==> src/bwd_pkg.sv <==
package bwd_pkg;

  // ----------------------------------------------------------------
  // Register indices (byte address is four times the index)
  // ----------------------------------------------------------------
  localparam logic [15:0] BOARD_STATUS_IDX   = 16'h8200;
  localparam logic [15:0] BOARD_CONTROL_IDX  = 16'h8201;
  localparam logic [15:0] OPTION_ID_IDX      = 16'h8202;
  localparam logic [15:0] WDG_CONFIG_IDX     = 16'h8203;
  localparam logic [15:0] BOARD_SETUP_IDX    = 16'h8205;

  // ----------------------------------------------------------------
  // Field positions
  // ----------------------------------------------------------------
  localparam int          STATUS_FLAG_BIT    = 4;
  localparam int          KICK_BIT           = 6;
  localparam int          RUN_BIT            = 6;
  localparam int          READY_LED_BIT      = 7;
  localparam int          USB_ALL_BIT        = 1;
  localparam int          USB_LOW_BIT        = 0;
  localparam int          CFG_LOCK_BIT       = 7;
  localparam int          CFG_TMO_LSB        = 0;
  localparam int          TMO_SEL_W          = 3;

  // ----------------------------------------------------------------
  // Reset values and codes
  // ----------------------------------------------------------------
  localparam logic [7:0]  CONTROL_RESET      = 8'h00;
  localparam logic [7:0]  CONFIG_RESET       = 8'h00;
  localparam logic [7:0]  SETUP_RESET        = 8'h01;
  localparam logic [7:0]  FULL_RESET_CODE    = 8'hA5;
  localparam logic [7:0]  OPTION_ID_VALUE    = 8'h3C;  // Arbitrary identification value

  // ----------------------------------------------------------------
  // Timing
  // ----------------------------------------------------------------
  localparam int          CLK_PERIOD_PS      = 8000;
  localparam int          TMO_UNIT_NS        = 1000000;
  localparam int          TMO_UNIT_CYCLES    = (TMO_UNIT_NS / CLK_PERIOD_PS) * 1000;
  localparam int          RST_HOLD_NS        = 1000;
  localparam int          RST_HOLD_CYCLES    = (RST_HOLD_NS * 1000 + CLK_PERIOD_PS - 1)
                                               / CLK_PERIOD_PS;

  // Watchdog core states
  typedef enum logic [1:0] {
    BWD_OFF   = 2'b00,
    BWD_RUN   = 2'b01,
    BWD_RESET = 2'b10
  } bwd_state_t;

endpackage : bwd_pkg

==> src/bwd_ctl_if.sv <==
`timescale 1ns/10ps
interface bwd_ctl_if;
  logic                                  cfgWr;
  logic                                  runSet;
  logic                                  runClear;
  logic                                  kick;
  logic                                  fullRst;
  logic                                  lock;
  logic [bwd_pkg::TMO_SEL_W-1:0]          tmoSel;
  logic                                  running;
  logic                                  resetFlag;

  modport regs (output cfgWr, runSet, runClear, kick, fullRst, lock, tmoSel,
                input running, resetFlag);
  modport core (input cfgWr, runSet, runClear, kick, fullRst, lock, tmoSel,
                output running, resetFlag);
endinterface : bwd_ctl_if

==> src/bwd_core.sv <==
`timescale 1ns/10ps
module bwd_core (
  input  wire logic        clock,
  input  wire logic        rstN,
  input  wire logic        ce,
  input  wire logic [31:0] unitCycles,
  bwd_ctl_if.core          ctl,
  output logic             boardResetN_r
);

  bwd_pkg::bwd_state_t state_r;
  bwd_pkg::bwd_state_t state_nxt;
  logic [31:0]         count_r;
  logic [31:0]         hold_r;
  logic [31:0]         timeoutCycles;
  logic                expire;
  logic                fire;

  // ----------------------------------------------------------------
  // Timeout length
  // ----------------------------------------------------------------
  // Length is whole units, one to eight of them, from the select field
  assign timeoutCycles = unitCycles * ({29'h0, ctl.tmoSel} + 32'h1);
  assign expire        = (count_r == 32'h1) && !ctl.kick;
  // Watchdog reset: either expiry, or enabling while the flag still stands
  assign fire = ((state_r == bwd_pkg::BWD_RUN) && expire)
             || ((state_r == bwd_pkg::BWD_OFF) && ctl.runSet && ctl.resetFlag);
  assign ctl.running = (state_r == bwd_pkg::BWD_RUN);

  // Next state
  always_comb begin
    state_nxt = state_r;
    case (state_r)
      bwd_pkg::BWD_OFF: begin
        if (ctl.fullRst || fire) begin
          state_nxt = bwd_pkg::BWD_RESET;
        end else if (ctl.runSet) begin
          state_nxt = bwd_pkg::BWD_RUN;
        end
      end
      bwd_pkg::BWD_RUN: begin
        if (ctl.fullRst || fire) begin
          state_nxt = bwd_pkg::BWD_RESET;
        end else if (ctl.runClear && !ctl.lock) begin
          state_nxt = bwd_pkg::BWD_OFF;
        end
      end
      bwd_pkg::BWD_RESET: begin
        if (hold_r == 32'h1) begin
          state_nxt = bwd_pkg::BWD_OFF;
        end
      end
      default: begin
        state_nxt = bwd_pkg::BWD_OFF;
      end
    endcase
  end

  // State; off after power-on until software enables it
  always_ff @(posedge clock or negedge rstN) begin
    if (!rstN) begin
      state_r <= bwd_pkg::BWD_OFF;
    end else if (ce) begin
      state_r <= state_nxt;
    end
  end

  // Countdown, reloaded on start and on every kick
  always_ff @(posedge clock or negedge rstN) begin
    if (!rstN) begin
      count_r <= 32'h0;
    end else if (ce) begin
      if (state_nxt != bwd_pkg::BWD_RUN) begin
        count_r <= 32'h0;
      end else if (state_r != bwd_pkg::BWD_RUN || ctl.kick) begin
        count_r <= timeoutCycles;
      end else begin
        count_r <= count_r - 32'h1;
      end
    end
  end

  // Reset pulse length; besides this reset, expiry sets the flag and stops the watchdog
  always_ff @(posedge clock or negedge rstN) begin
    if (!rstN) begin
      hold_r        <= 32'h0;
      boardResetN_r <= 1'b1;
    end else if (ce) begin
      boardResetN_r <= (state_nxt != bwd_pkg::BWD_RESET);
      if (state_r != bwd_pkg::BWD_RESET) begin
        hold_r <= 32'(bwd_pkg::RST_HOLD_CYCLES);
      end else begin
        hold_r <= hold_r - 32'h1;
      end
    end
  end

  // Sticky flag; a new watchdog reset wins over a clear in the same cycle
  always_ff @(posedge clock or negedge rstN) begin
    if (!rstN) begin
      ctl.resetFlag <= 1'b0;
    end else if (ce) begin
      if (fire) begin
        ctl.resetFlag <= 1'b1;
      end else if (ctl.cfgWr || ctl.fullRst) begin
        ctl.resetFlag <= 1'b0;
      end
    end
  end

endmodule : bwd_core

==> src/bwd_reset_sync.sv <==
`timescale 1ns/10ps
module bwd_reset_sync (
  input  wire logic clock,
  input  wire logic resetn,
  output logic      syncResetn
);

  logic stage_r;

  // ----------------------------------------------------------------
  // Release of reset through two flops, assertion stays asynchronous
  // ----------------------------------------------------------------
  always_ff @(posedge clock or negedge resetn) begin
    if (!resetn) begin
      stage_r    <= 1'b0;
      syncResetn <= 1'b0;
    end else begin
      stage_r    <= 1'b1;
      syncResetn <= stage_r;
    end
  end

endmodule : bwd_reset_sync

==> src/bwd_watchdog.sv <==
`timescale 1ns/10ps
// Behaviour
// - After power-on the watchdog is off with no countdown until software enables it.
// - Timeout length and lock option come from the configuration register.
// - Setting bit 6 of the setup register starts the countdown.
// - With no kick before the timeout ends, a board reset is asserted.
// - Every change of control bit 6 is a kick and restarts the timeout.
// - A watchdog reset sets a sticky flag, status bit 4.
// - Writing A5 to the option register causes a complete reset, clearing the flag.
// - Any write to the configuration register clears the flag.
// - Enabling while the flag stands causes another reset at once.
// - With lock set, clearing the run bit is ignored.
// - Without lock, clearing setup bit 6 stops the countdown.
// - Expiry resets the board, sets the flag and stops the watchdog; no other action exists.
// - The run bit reads 1 while running and 0 while off.
// - The complete reset through the option register also clears the flag.
module bwd_watchdog #(
  parameter int unsigned UNIT_CYCLES = bwd_pkg::TMO_UNIT_CYCLES
) (
  input  wire logic        clock,
  input  wire logic        resetn,
  input  wire logic        ce,
  input  wire logic        psel,
  input  wire logic        penable,
  input  wire logic        pwrite,
  input  wire logic [17:0] paddr,
  input  wire logic [31:0] pwdata,
  output logic [31:0]      prdata,
  output logic             pready,
  output logic             pslverr,
  output logic             boardResetN,
  output logic             watchdogActive,
  output logic             greenLed,
  output logic             usbPowerEn
);

  // ----------------------------------------------------------------
  // Declarations
  // ----------------------------------------------------------------
  bwd_ctl_if   ctl ();

  logic        rstN;
  logic [7:0]  control_r;
  logic [7:0]  config_r;
  logic        ready_r;
  logic        usbAll_r;
  logic        usbLow_r;
  logic        cfgWr_r;
  logic        runSet_r;
  logic        runClear_r;
  logic        kick_r;
  logic        fullRst_r;
  logic        resetOut;
  logic [15:0] regIdx;
  logic        aligned;
  logic        hitStatus;
  logic        hitControl;
  logic        hitOption;
  logic        hitConfig;
  logic        hitSetup;
  logic        mapped;
  logic        accEdge;
  logic        setupPhase;
  logic        wrEdge;
  logic [7:0]  wrByte;
  logic [7:0]  readByte;

  // ----------------------------------------------------------------
  // Reset release
  // ----------------------------------------------------------------
  // Only the release is delayed; a dip on the pin still resets at once,
  // and every flop below sees one clean release edge
  bwd_reset_sync bwd_reset_sync_inst (
    .clock      (clock),
    .resetn     (resetn),
    .syncResetn (rstN)
  );

  // ----------------------------------------------------------------
  // Address decode
  // ----------------------------------------------------------------
  // Registers sit one word apart, with one unused word before setup; byte address is the index times four
  // A misaligned or unmapped address answers with an error and changes nothing
  assign regIdx     = paddr[17:2];
  assign aligned    = (paddr[1:0] == 2'b00);
  assign hitStatus  = aligned && (regIdx == bwd_pkg::BOARD_STATUS_IDX);
  assign hitControl = aligned && (regIdx == bwd_pkg::BOARD_CONTROL_IDX);
  assign hitOption  = aligned && (regIdx == bwd_pkg::OPTION_ID_IDX);
  assign hitConfig  = aligned && (regIdx == bwd_pkg::WDG_CONFIG_IDX);
  assign hitSetup   = aligned && (regIdx == bwd_pkg::BOARD_SETUP_IDX);
  assign mapped     = hitStatus || hitControl || hitOption || hitConfig || hitSetup;

  // Phases of an APB transfer; the access phase lasts one cycle when ce is high in the setup cycle
  assign setupPhase = psel && !penable;
  assign accEdge    = psel && penable && pready;
  assign wrEdge     = accEdge && pwrite && mapped;
  assign wrByte     = pwdata[7:0];

  // ----------------------------------------------------------------
  // Read data
  // ----------------------------------------------------------------
  // Upper bits of every register read as zero
  // Unmapped addresses read zero as well, together with the error
  always_comb begin
    readByte = 8'h00;
    if (hitStatus) begin
      readByte[bwd_pkg::STATUS_FLAG_BIT] = ctl.resetFlag;
    end else if (hitControl) begin
      readByte = control_r;
    end else if (hitOption) begin
      readByte = bwd_pkg::OPTION_ID_VALUE;
    end else if (hitConfig) begin
      readByte = config_r;
    end else if (hitSetup) begin
      readByte[bwd_pkg::READY_LED_BIT] = ready_r;
      readByte[bwd_pkg::RUN_BIT]       = ctl.running;
      readByte[bwd_pkg::USB_ALL_BIT]   = usbAll_r;
      readByte[bwd_pkg::USB_LOW_BIT]   = usbLow_r;
    end
  end

  // ----------------------------------------------------------------
  // APB answer
  // ----------------------------------------------------------------
  // Ready follows every setup cycle with ce high after one clock; no wait states, so
  // the answer costs a flop, but with ce low in the setup cycle ready never comes
  always_ff @(posedge clock or negedge rstN) begin
    if (!rstN) begin
      pready  <= 1'b0;
      pslverr <= 1'b0;
    end else if (ce) begin
      if (setupPhase) begin
        pready  <= 1'b1;
        pslverr <= !mapped;
      end else begin
        pready  <= 1'b0;
        pslverr <= 1'b0;
      end
    end
  end

  // Read data is captured in the setup cycle so the bus sees a flop;
  // it then holds, which spares a clearing path
  always_ff @(posedge clock or negedge rstN) begin
    if (!rstN) begin
      prdata <= 32'h0;
    end else if (ce && setupPhase) begin
      prdata <= (mapped && !pwrite) ? {24'h0, readByte} : 32'h0;
    end
  end

  // ----------------------------------------------------------------
  // Control register and kick
  // ----------------------------------------------------------------
  // Only a real change of bit 6 counts; writing the same value is no kick
  // A write that meets a complete reset is lost; the reset wins
  always_ff @(posedge clock or negedge rstN) begin
    if (!rstN) begin
      control_r <= bwd_pkg::CONTROL_RESET;
      kick_r    <= 1'b0;
    end else if (ce) begin
      kick_r <= 1'b0;
      if (fullRst_r) begin
        control_r <= bwd_pkg::CONTROL_RESET;
      end else if (wrEdge && hitControl) begin
        control_r <= wrByte;
        kick_r    <= wrByte[bwd_pkg::KICK_BIT] != control_r[bwd_pkg::KICK_BIT];
      end
    end
  end

  // ----------------------------------------------------------------
  // Configuration register
  // ----------------------------------------------------------------
  // Every write clears the flag, even one that leaves the value as it was
  // A new timeout select applies from the next reload of the countdown
  always_ff @(posedge clock or negedge rstN) begin
    if (!rstN) begin
      config_r <= bwd_pkg::CONFIG_RESET;
      cfgWr_r  <= 1'b0;
    end else if (ce) begin
      cfgWr_r <= wrEdge && hitConfig;
      if (fullRst_r) begin
        config_r <= bwd_pkg::CONFIG_RESET;
      end else if (wrEdge && hitConfig) begin
        config_r <= wrByte;
      end
    end
  end

  // ----------------------------------------------------------------
  // Setup register
  // ----------------------------------------------------------------
  // LED and USB enables. The low USB bit takes the common enable on every write, as
  // it cannot be written alone; it is kept as its own flop so that a later
  // part can split the port pairs without touching the read path.
  always_ff @(posedge clock or negedge rstN) begin
    if (!rstN) begin
      ready_r  <= bwd_pkg::SETUP_RESET[bwd_pkg::READY_LED_BIT];
      usbAll_r <= bwd_pkg::SETUP_RESET[bwd_pkg::USB_ALL_BIT];
      usbLow_r <= bwd_pkg::SETUP_RESET[bwd_pkg::USB_LOW_BIT];
    end else if (ce) begin
      if (fullRst_r) begin
        ready_r  <= bwd_pkg::SETUP_RESET[bwd_pkg::READY_LED_BIT];
        usbAll_r <= bwd_pkg::SETUP_RESET[bwd_pkg::USB_ALL_BIT];
        usbLow_r <= bwd_pkg::SETUP_RESET[bwd_pkg::USB_LOW_BIT];
      end else if (wrEdge && hitSetup) begin
        ready_r  <= wrByte[bwd_pkg::READY_LED_BIT];
        usbAll_r <= wrByte[bwd_pkg::USB_ALL_BIT];
        usbLow_r <= wrByte[bwd_pkg::USB_ALL_BIT];
      end
    end
  end

  // The run bit itself lives in the core; here only one-cycle write
  // intents. Both fall back to zero every cycle, so a stale intent from
  // an earlier write can never start or stop the watchdog again.
  always_ff @(posedge clock or negedge rstN) begin
    if (!rstN) begin
      runSet_r   <= 1'b0;
      runClear_r <= 1'b0;
    end else if (ce) begin
      runSet_r   <= 1'b0;
      runClear_r <= 1'b0;
      if (wrEdge && hitSetup && !fullRst_r) begin
        runSet_r   <= wrByte[bwd_pkg::RUN_BIT];
        runClear_r <= !wrByte[bwd_pkg::RUN_BIT];
      end
    end
  end

  // ----------------------------------------------------------------
  // Complete reset request
  // ----------------------------------------------------------------
  // Any other value written to the option register is dropped
  // The pulse length itself is timed in the core
  always_ff @(posedge clock or negedge rstN) begin
    if (!rstN) begin
      fullRst_r <= 1'b0;
    end else if (ce) begin
      fullRst_r <= wrEdge && hitOption && (wrByte == bwd_pkg::FULL_RESET_CODE);
    end
  end

  // ----------------------------------------------------------------
  // Core connection
  // ----------------------------------------------------------------
  assign ctl.cfgWr    = cfgWr_r;
  assign ctl.runSet   = runSet_r;
  assign ctl.runClear = runClear_r;
  assign ctl.kick     = kick_r;
  assign ctl.fullRst  = fullRst_r;
  // Lock and timeout select are read live; a lock change takes hold at once, a new select at the next reload
  assign ctl.lock     = config_r[bwd_pkg::CFG_LOCK_BIT];
  assign ctl.tmoSel   = config_r[bwd_pkg::CFG_TMO_LSB +: bwd_pkg::TMO_SEL_W];

  // ----------------------------------------------------------------
  // Watchdog core
  // ----------------------------------------------------------------
  // Counting, reset pulse and flag live in one place so their priorities
  // can be read side by side
  bwd_core bwd_core_inst (
    .clock         (clock),
    .rstN          (rstN),
    .ce            (ce),
    .unitCycles    (32'(UNIT_CYCLES)),
    .ctl           (ctl.core),
    .boardResetN_r (resetOut)
  );

  // ----------------------------------------------------------------
  // Board outputs
  // ----------------------------------------------------------------
  // The core already drives its reset from a flop; the others are copies
  assign boardResetN = resetOut;

  // Activity lags the core by a cycle; software should read the run bit
  always_ff @(posedge clock or negedge rstN) begin
    if (!rstN) begin
      watchdogActive <= 1'b0;
    end else if (ce) begin
      watchdogActive <= ctl.running;
    end
  end

  // LED copy, registered so the pin never glitches on a decode
  always_ff @(posedge clock or negedge rstN) begin
    if (!rstN) begin
      greenLed <= 1'b0;
    end else if (ce) begin
      greenLed <= ready_r;
    end
  end

  // USB power copy; both port pairs share this one enable
  always_ff @(posedge clock or negedge rstN) begin
    if (!rstN) begin
      usbPowerEn <= 1'b0;
    end else if (ce) begin
      usbPowerEn <= usbAll_r;
    end
  end

endmodule : bwd_watchdog

==> config.mk <==
export PLATFORM = sky130hd
export DESIGN_NAME = bwd_watchdog
export DESIGN_NICKNAME = d
export VERILOG_FILES = /design/src/bwd_pkg.sv /design/src/bwd_ctl_if.sv /design/src/bwd_core.sv /design/src/bwd_reset_sync.sv /design/src/bwd_watchdog.sv
export SDC_FILE = /design/constraint.sdc
export NUM_CORES = 1
export LEC_CHECK = 0
export ABC_AREA = 1
export BUFFER_PORTS_ARGS = -buffer_cell sky130_fd_sc_hd__buf_2
export CAP_MARGIN = 20
export CORE_MARGIN = 2
export CORE_UTILIZATION = 64
export DETAILED_ROUTE_END_ITERATION = 10
export GPL_TIMING_DRIVEN = 0
export PLACE_DENSITY_LB_ADDON = 0.25
export SETUP_SLACK_MARGIN = 0.4
export SLEW_MARGIN = 20
export SYNTH_ARGS = -nofsm -noshare
export SYNTH_HDL_FRONTEND = slang
export SYNTH_HIERARCHICAL = 1
export SYNTH_SLANG_ARGS = --single-unit
==> constraint.sdc <==
create_clock -name clock -period 8.44 [get_ports clock]
set_input_delay 1.688 -clock clock [delete_from_list [all_inputs] [get_ports clock]]
set_output_delay 1.688 -clock clock [all_outputs]
set_load 0.02 [all_outputs]
==> results.toml <==
[outcome]
outcome = "finished, final reports clean"

[logic_synthesis]
synth_cells = 1761
yosysUniqueCellTypes = 49
yosys_warnings = 6
synth-seq-area-share = 0.240
synth-edff-count = 0
syn_area_per_cell_um2 = 6.35
ys.flop_type = "dfrtp_1"
async_reset_ff_frac = 1.00
ys_ff_latch = 107
netlist_area_mm2 = 0.0112

[detailed_routing]
vias_per_cell = 5.17
final_antenna_net_count = 0
dr.pass1.iters = 6
drc_errors = 0
wire_per_inst_um = 13.0
drt_iter0_drc = 955
num_vias = 11200
wl_mm = 28.1

[grt]
grt-ovfl-total = 0
grt_use_total = 0.312
grt_pass1_vias = 10300
grt_max_degree = 50
grt_pass1_wl_mm = 46.5
antenna_found_initial = 0

[sta]
relSlewSlack = 0.558
clock.fmax_mhz = 206
period_needed_ns = 4.86
fin_ws_ns = 3.58
post-route-period-util = 0.575
finalSetupViolCount = 0
slew_viol_final = 0
holdWs_ns = 0.236
fin_tns_setup_ns = 0
hold_violations = 0
rsz0062_at_grt = "false"
worstMarginPinSlew_ns = 0.663
fin_worst_skew_ns = 0.0114

[pwr]
power-per-cell-area_mw_per_mm2 = 152
combPwrFrac = 0.464
design_power_total_mw = 1.90
leakage_nw = 7.59
p_int_mw = 1.04
seqPwrFrac = 0.301
p_clk_frac = 0.235
max-vdd-ir-drop_mv = 0.130
netSwitchingFraction = 0.452
power.switching_mw = 0.856

[cts]
postCtsSetupBuffers = 0
clock-sinks = 107
clk_pin_slew_ns = 0.09
cts_tree = "built"
htreeDepth = 3
cts_buffers = 9
cts-root-buf = "clkbuf_16"
cts_resized = 0
clk-insertion-delay-late_ns = 0.36
cts.path.max_buffers = 2
cts_hold_buf = 0

[floorplanning]
die_area_mm2 = 0.0185
initial_utilization = 0.651
core-area_mm2 = 0.0172
core.rowCount = 48
die_w_um = 136
io_pins = 94
die_h_um = 136

[worst_setup_path]
cp_data_required_time_ns = 8.70
cp.arrival_ns = 5.11
path_class = "flop to flop"
start_kind = "flop"
crit_chain = "ha_1 > inv_1 > nand2_1 > nand2_1 > clkbuf_1 > buf_1 > nor2_1 > fa_1 > inv_1 > fa_1 > inv_1 > ha_1 > nand2_1 > inv_1 > a21oi_1 > o21ai_0 > inv_1 > nand2_1 > nand2_1 > nand3_1 > nand3_1 > nand2_1"
crit_fanout = 10
cp_slowest_stage_delay_ns = 0.54
critPathLaunch = "config_r[0]"
r2r_start = "config_r[0]"
slowest_stage = "fa_1"
endpoint_kind = "flop"
cpMostUsedCell = "nand2_1"

[finish]
final_core_util = 0.726
nFillCells = 1474
final_cell_area_mm2 = 0.0125
multi_input_area_mm2 = 0.00722
antenna_cells = 0
syn2layout_area_growth_pct = 11.6
seq_area_mm2 = 0.00268
num-nets-final = 2085
layoutNonFillerInstCount = 2165
drive_gt1_frac = 0.0773

[place]
portBuffers = 45
pre_cts_slack_ns = 3.67
dp_cells = 2149
dp_hpwl_mm = 22.7
place_congestion = 0.989
postPlaceCellArea_mm2 = 0.0122

[run]
max_cap_viol_count = 0

[min_path]
worstHoldPathType = "flop to asynchronous set/reset pin"
cells in the final DEF (no fill, tap or decap), types with 10 or more instances in the layout:
cell type,netlist,routed
buf_4,24,24
conb_1,3,119
o21ai_2,10,10
nand4_1,21,21
nor2_1,243,243
fa_1,57,57
clkbuf_1,22,22
nand3_1,119,119
nand2_1,487,487
dfrtp_1,105,104
buf_2,3,48
a21oi_1,64,64
o21ai_0,66,66
nor3_1,22,22
ha_1,37,37
xor2_1,11,11
inv_1,362,362
routing by layer:
metal / track usage / part of all wire / vias to the layer above
li1: - / - / 5581
met2: 0.523 / 0.47 / 414
met5: 0 / 0 / -
met1: 0.428 / 0.45 / 5133
met4: 0.0914 / 0.021 / 0
met3: 0.0313 / 0.062 / 63
power by group through the flow:
stage	Sequential, mW	Clock, mW	Combinational, mW
finish	0.570	0.446	0.879
global route	0.574	0.464	0.993
CTS	0.569	0.444	0.813
detailed placement	0.579	0	0.807
global placement	0.585	0	0.787
floorplan	0.578	0	0.632
synth_stat cells, types with 8 or more instances:
library cell | instances | area, um^2
nand3_1 | 119 | 596
a21oi_1 | 64 | 320
inv_1 | 362 | 1360
o22ai_1 | 9 | 56.3
o21ai_2 | 10 | 87.6
o21ai_1 | 9 | 45.0
buf_4 | 24 | 180
nand4_1 | 21 | 131
clkbuf_1 | 22 | 82.6
o21ai_0 | 66 | 330
ha_1 | 37 | 463
nand2_1 | 487 | 1830
nor2_2 | 8 | 50.1
nor2_1 | 243 | 912
fa_1 | 57 | 1140
nor3_1 | 22 | 110
dfrtp_1 | 105 | 2630
xor2_1 | 11 | 96.3
worst max-delay path: cells and delay by family (launching register included):
family | cells | cell delay, ns
simple gates | 9 | 0.90
flops | 1 | 0.52
buf+inv | 7 | 1.27
fa+ha+maj | 4 | 1.68
compound gates | 2 | 0.36
final timing paths:
kind	end	slack [ns]	cells past startpoint
worst min register to register	greenLed	0.24	0
worst max register to register	bwd_core_inst/count_r[17]	3.58	22
worst min-delay path	greenLed	0.24	0
min in group clock	bwd_reset_sync_inst/syncResetn	0.37	0
worst max-delay path	bwd_core_inst/count_r[17]	3.58	22
max in group asynchronous	bwd_reset_sync_inst/syncResetn	7.24	1
cell type report:
type	count	area share
Buffer	53	0.0253
Clock buffer	9	0.0181
Clock inverter	7	0.00642
Inverter	370	0.112
Multi-Input combinational cell	1347	0.579
Sequential cell	107	0.215
Tap cell	225	0.0226
Timing Repair Buffer	47	0.0219
kinds of logic (layout without fill, tap and decap cells):
group | after synthesis | after routing | share of synthesized area
other | 3 | 119 | 0.00101
AND/OR/NAND/NOR | 936 | 936 | 0.358
XOR/XNOR | 16 | 16 | 0.0125
buffers and inverters | 423 | 486 | 0.153
flip-flops | 107 | 107 | 0.240
adder cells (fa/ha/maj) | 94 | 94 | 0.144
AO/OA/AOI/OAI | 182 | 182 | 0.0923
registers in the layout, indices dropped and copies added (netlist names), 2 cells and up:
name / flops
config_r: 8
bwd_core_inst/hold_r: 32
prdata: 8
control_r: 8
bwd_core_inst/state_r: 2
bwd_core_inst/count_r: 32
Note: power is estimated with default switching activity, not from simulation.
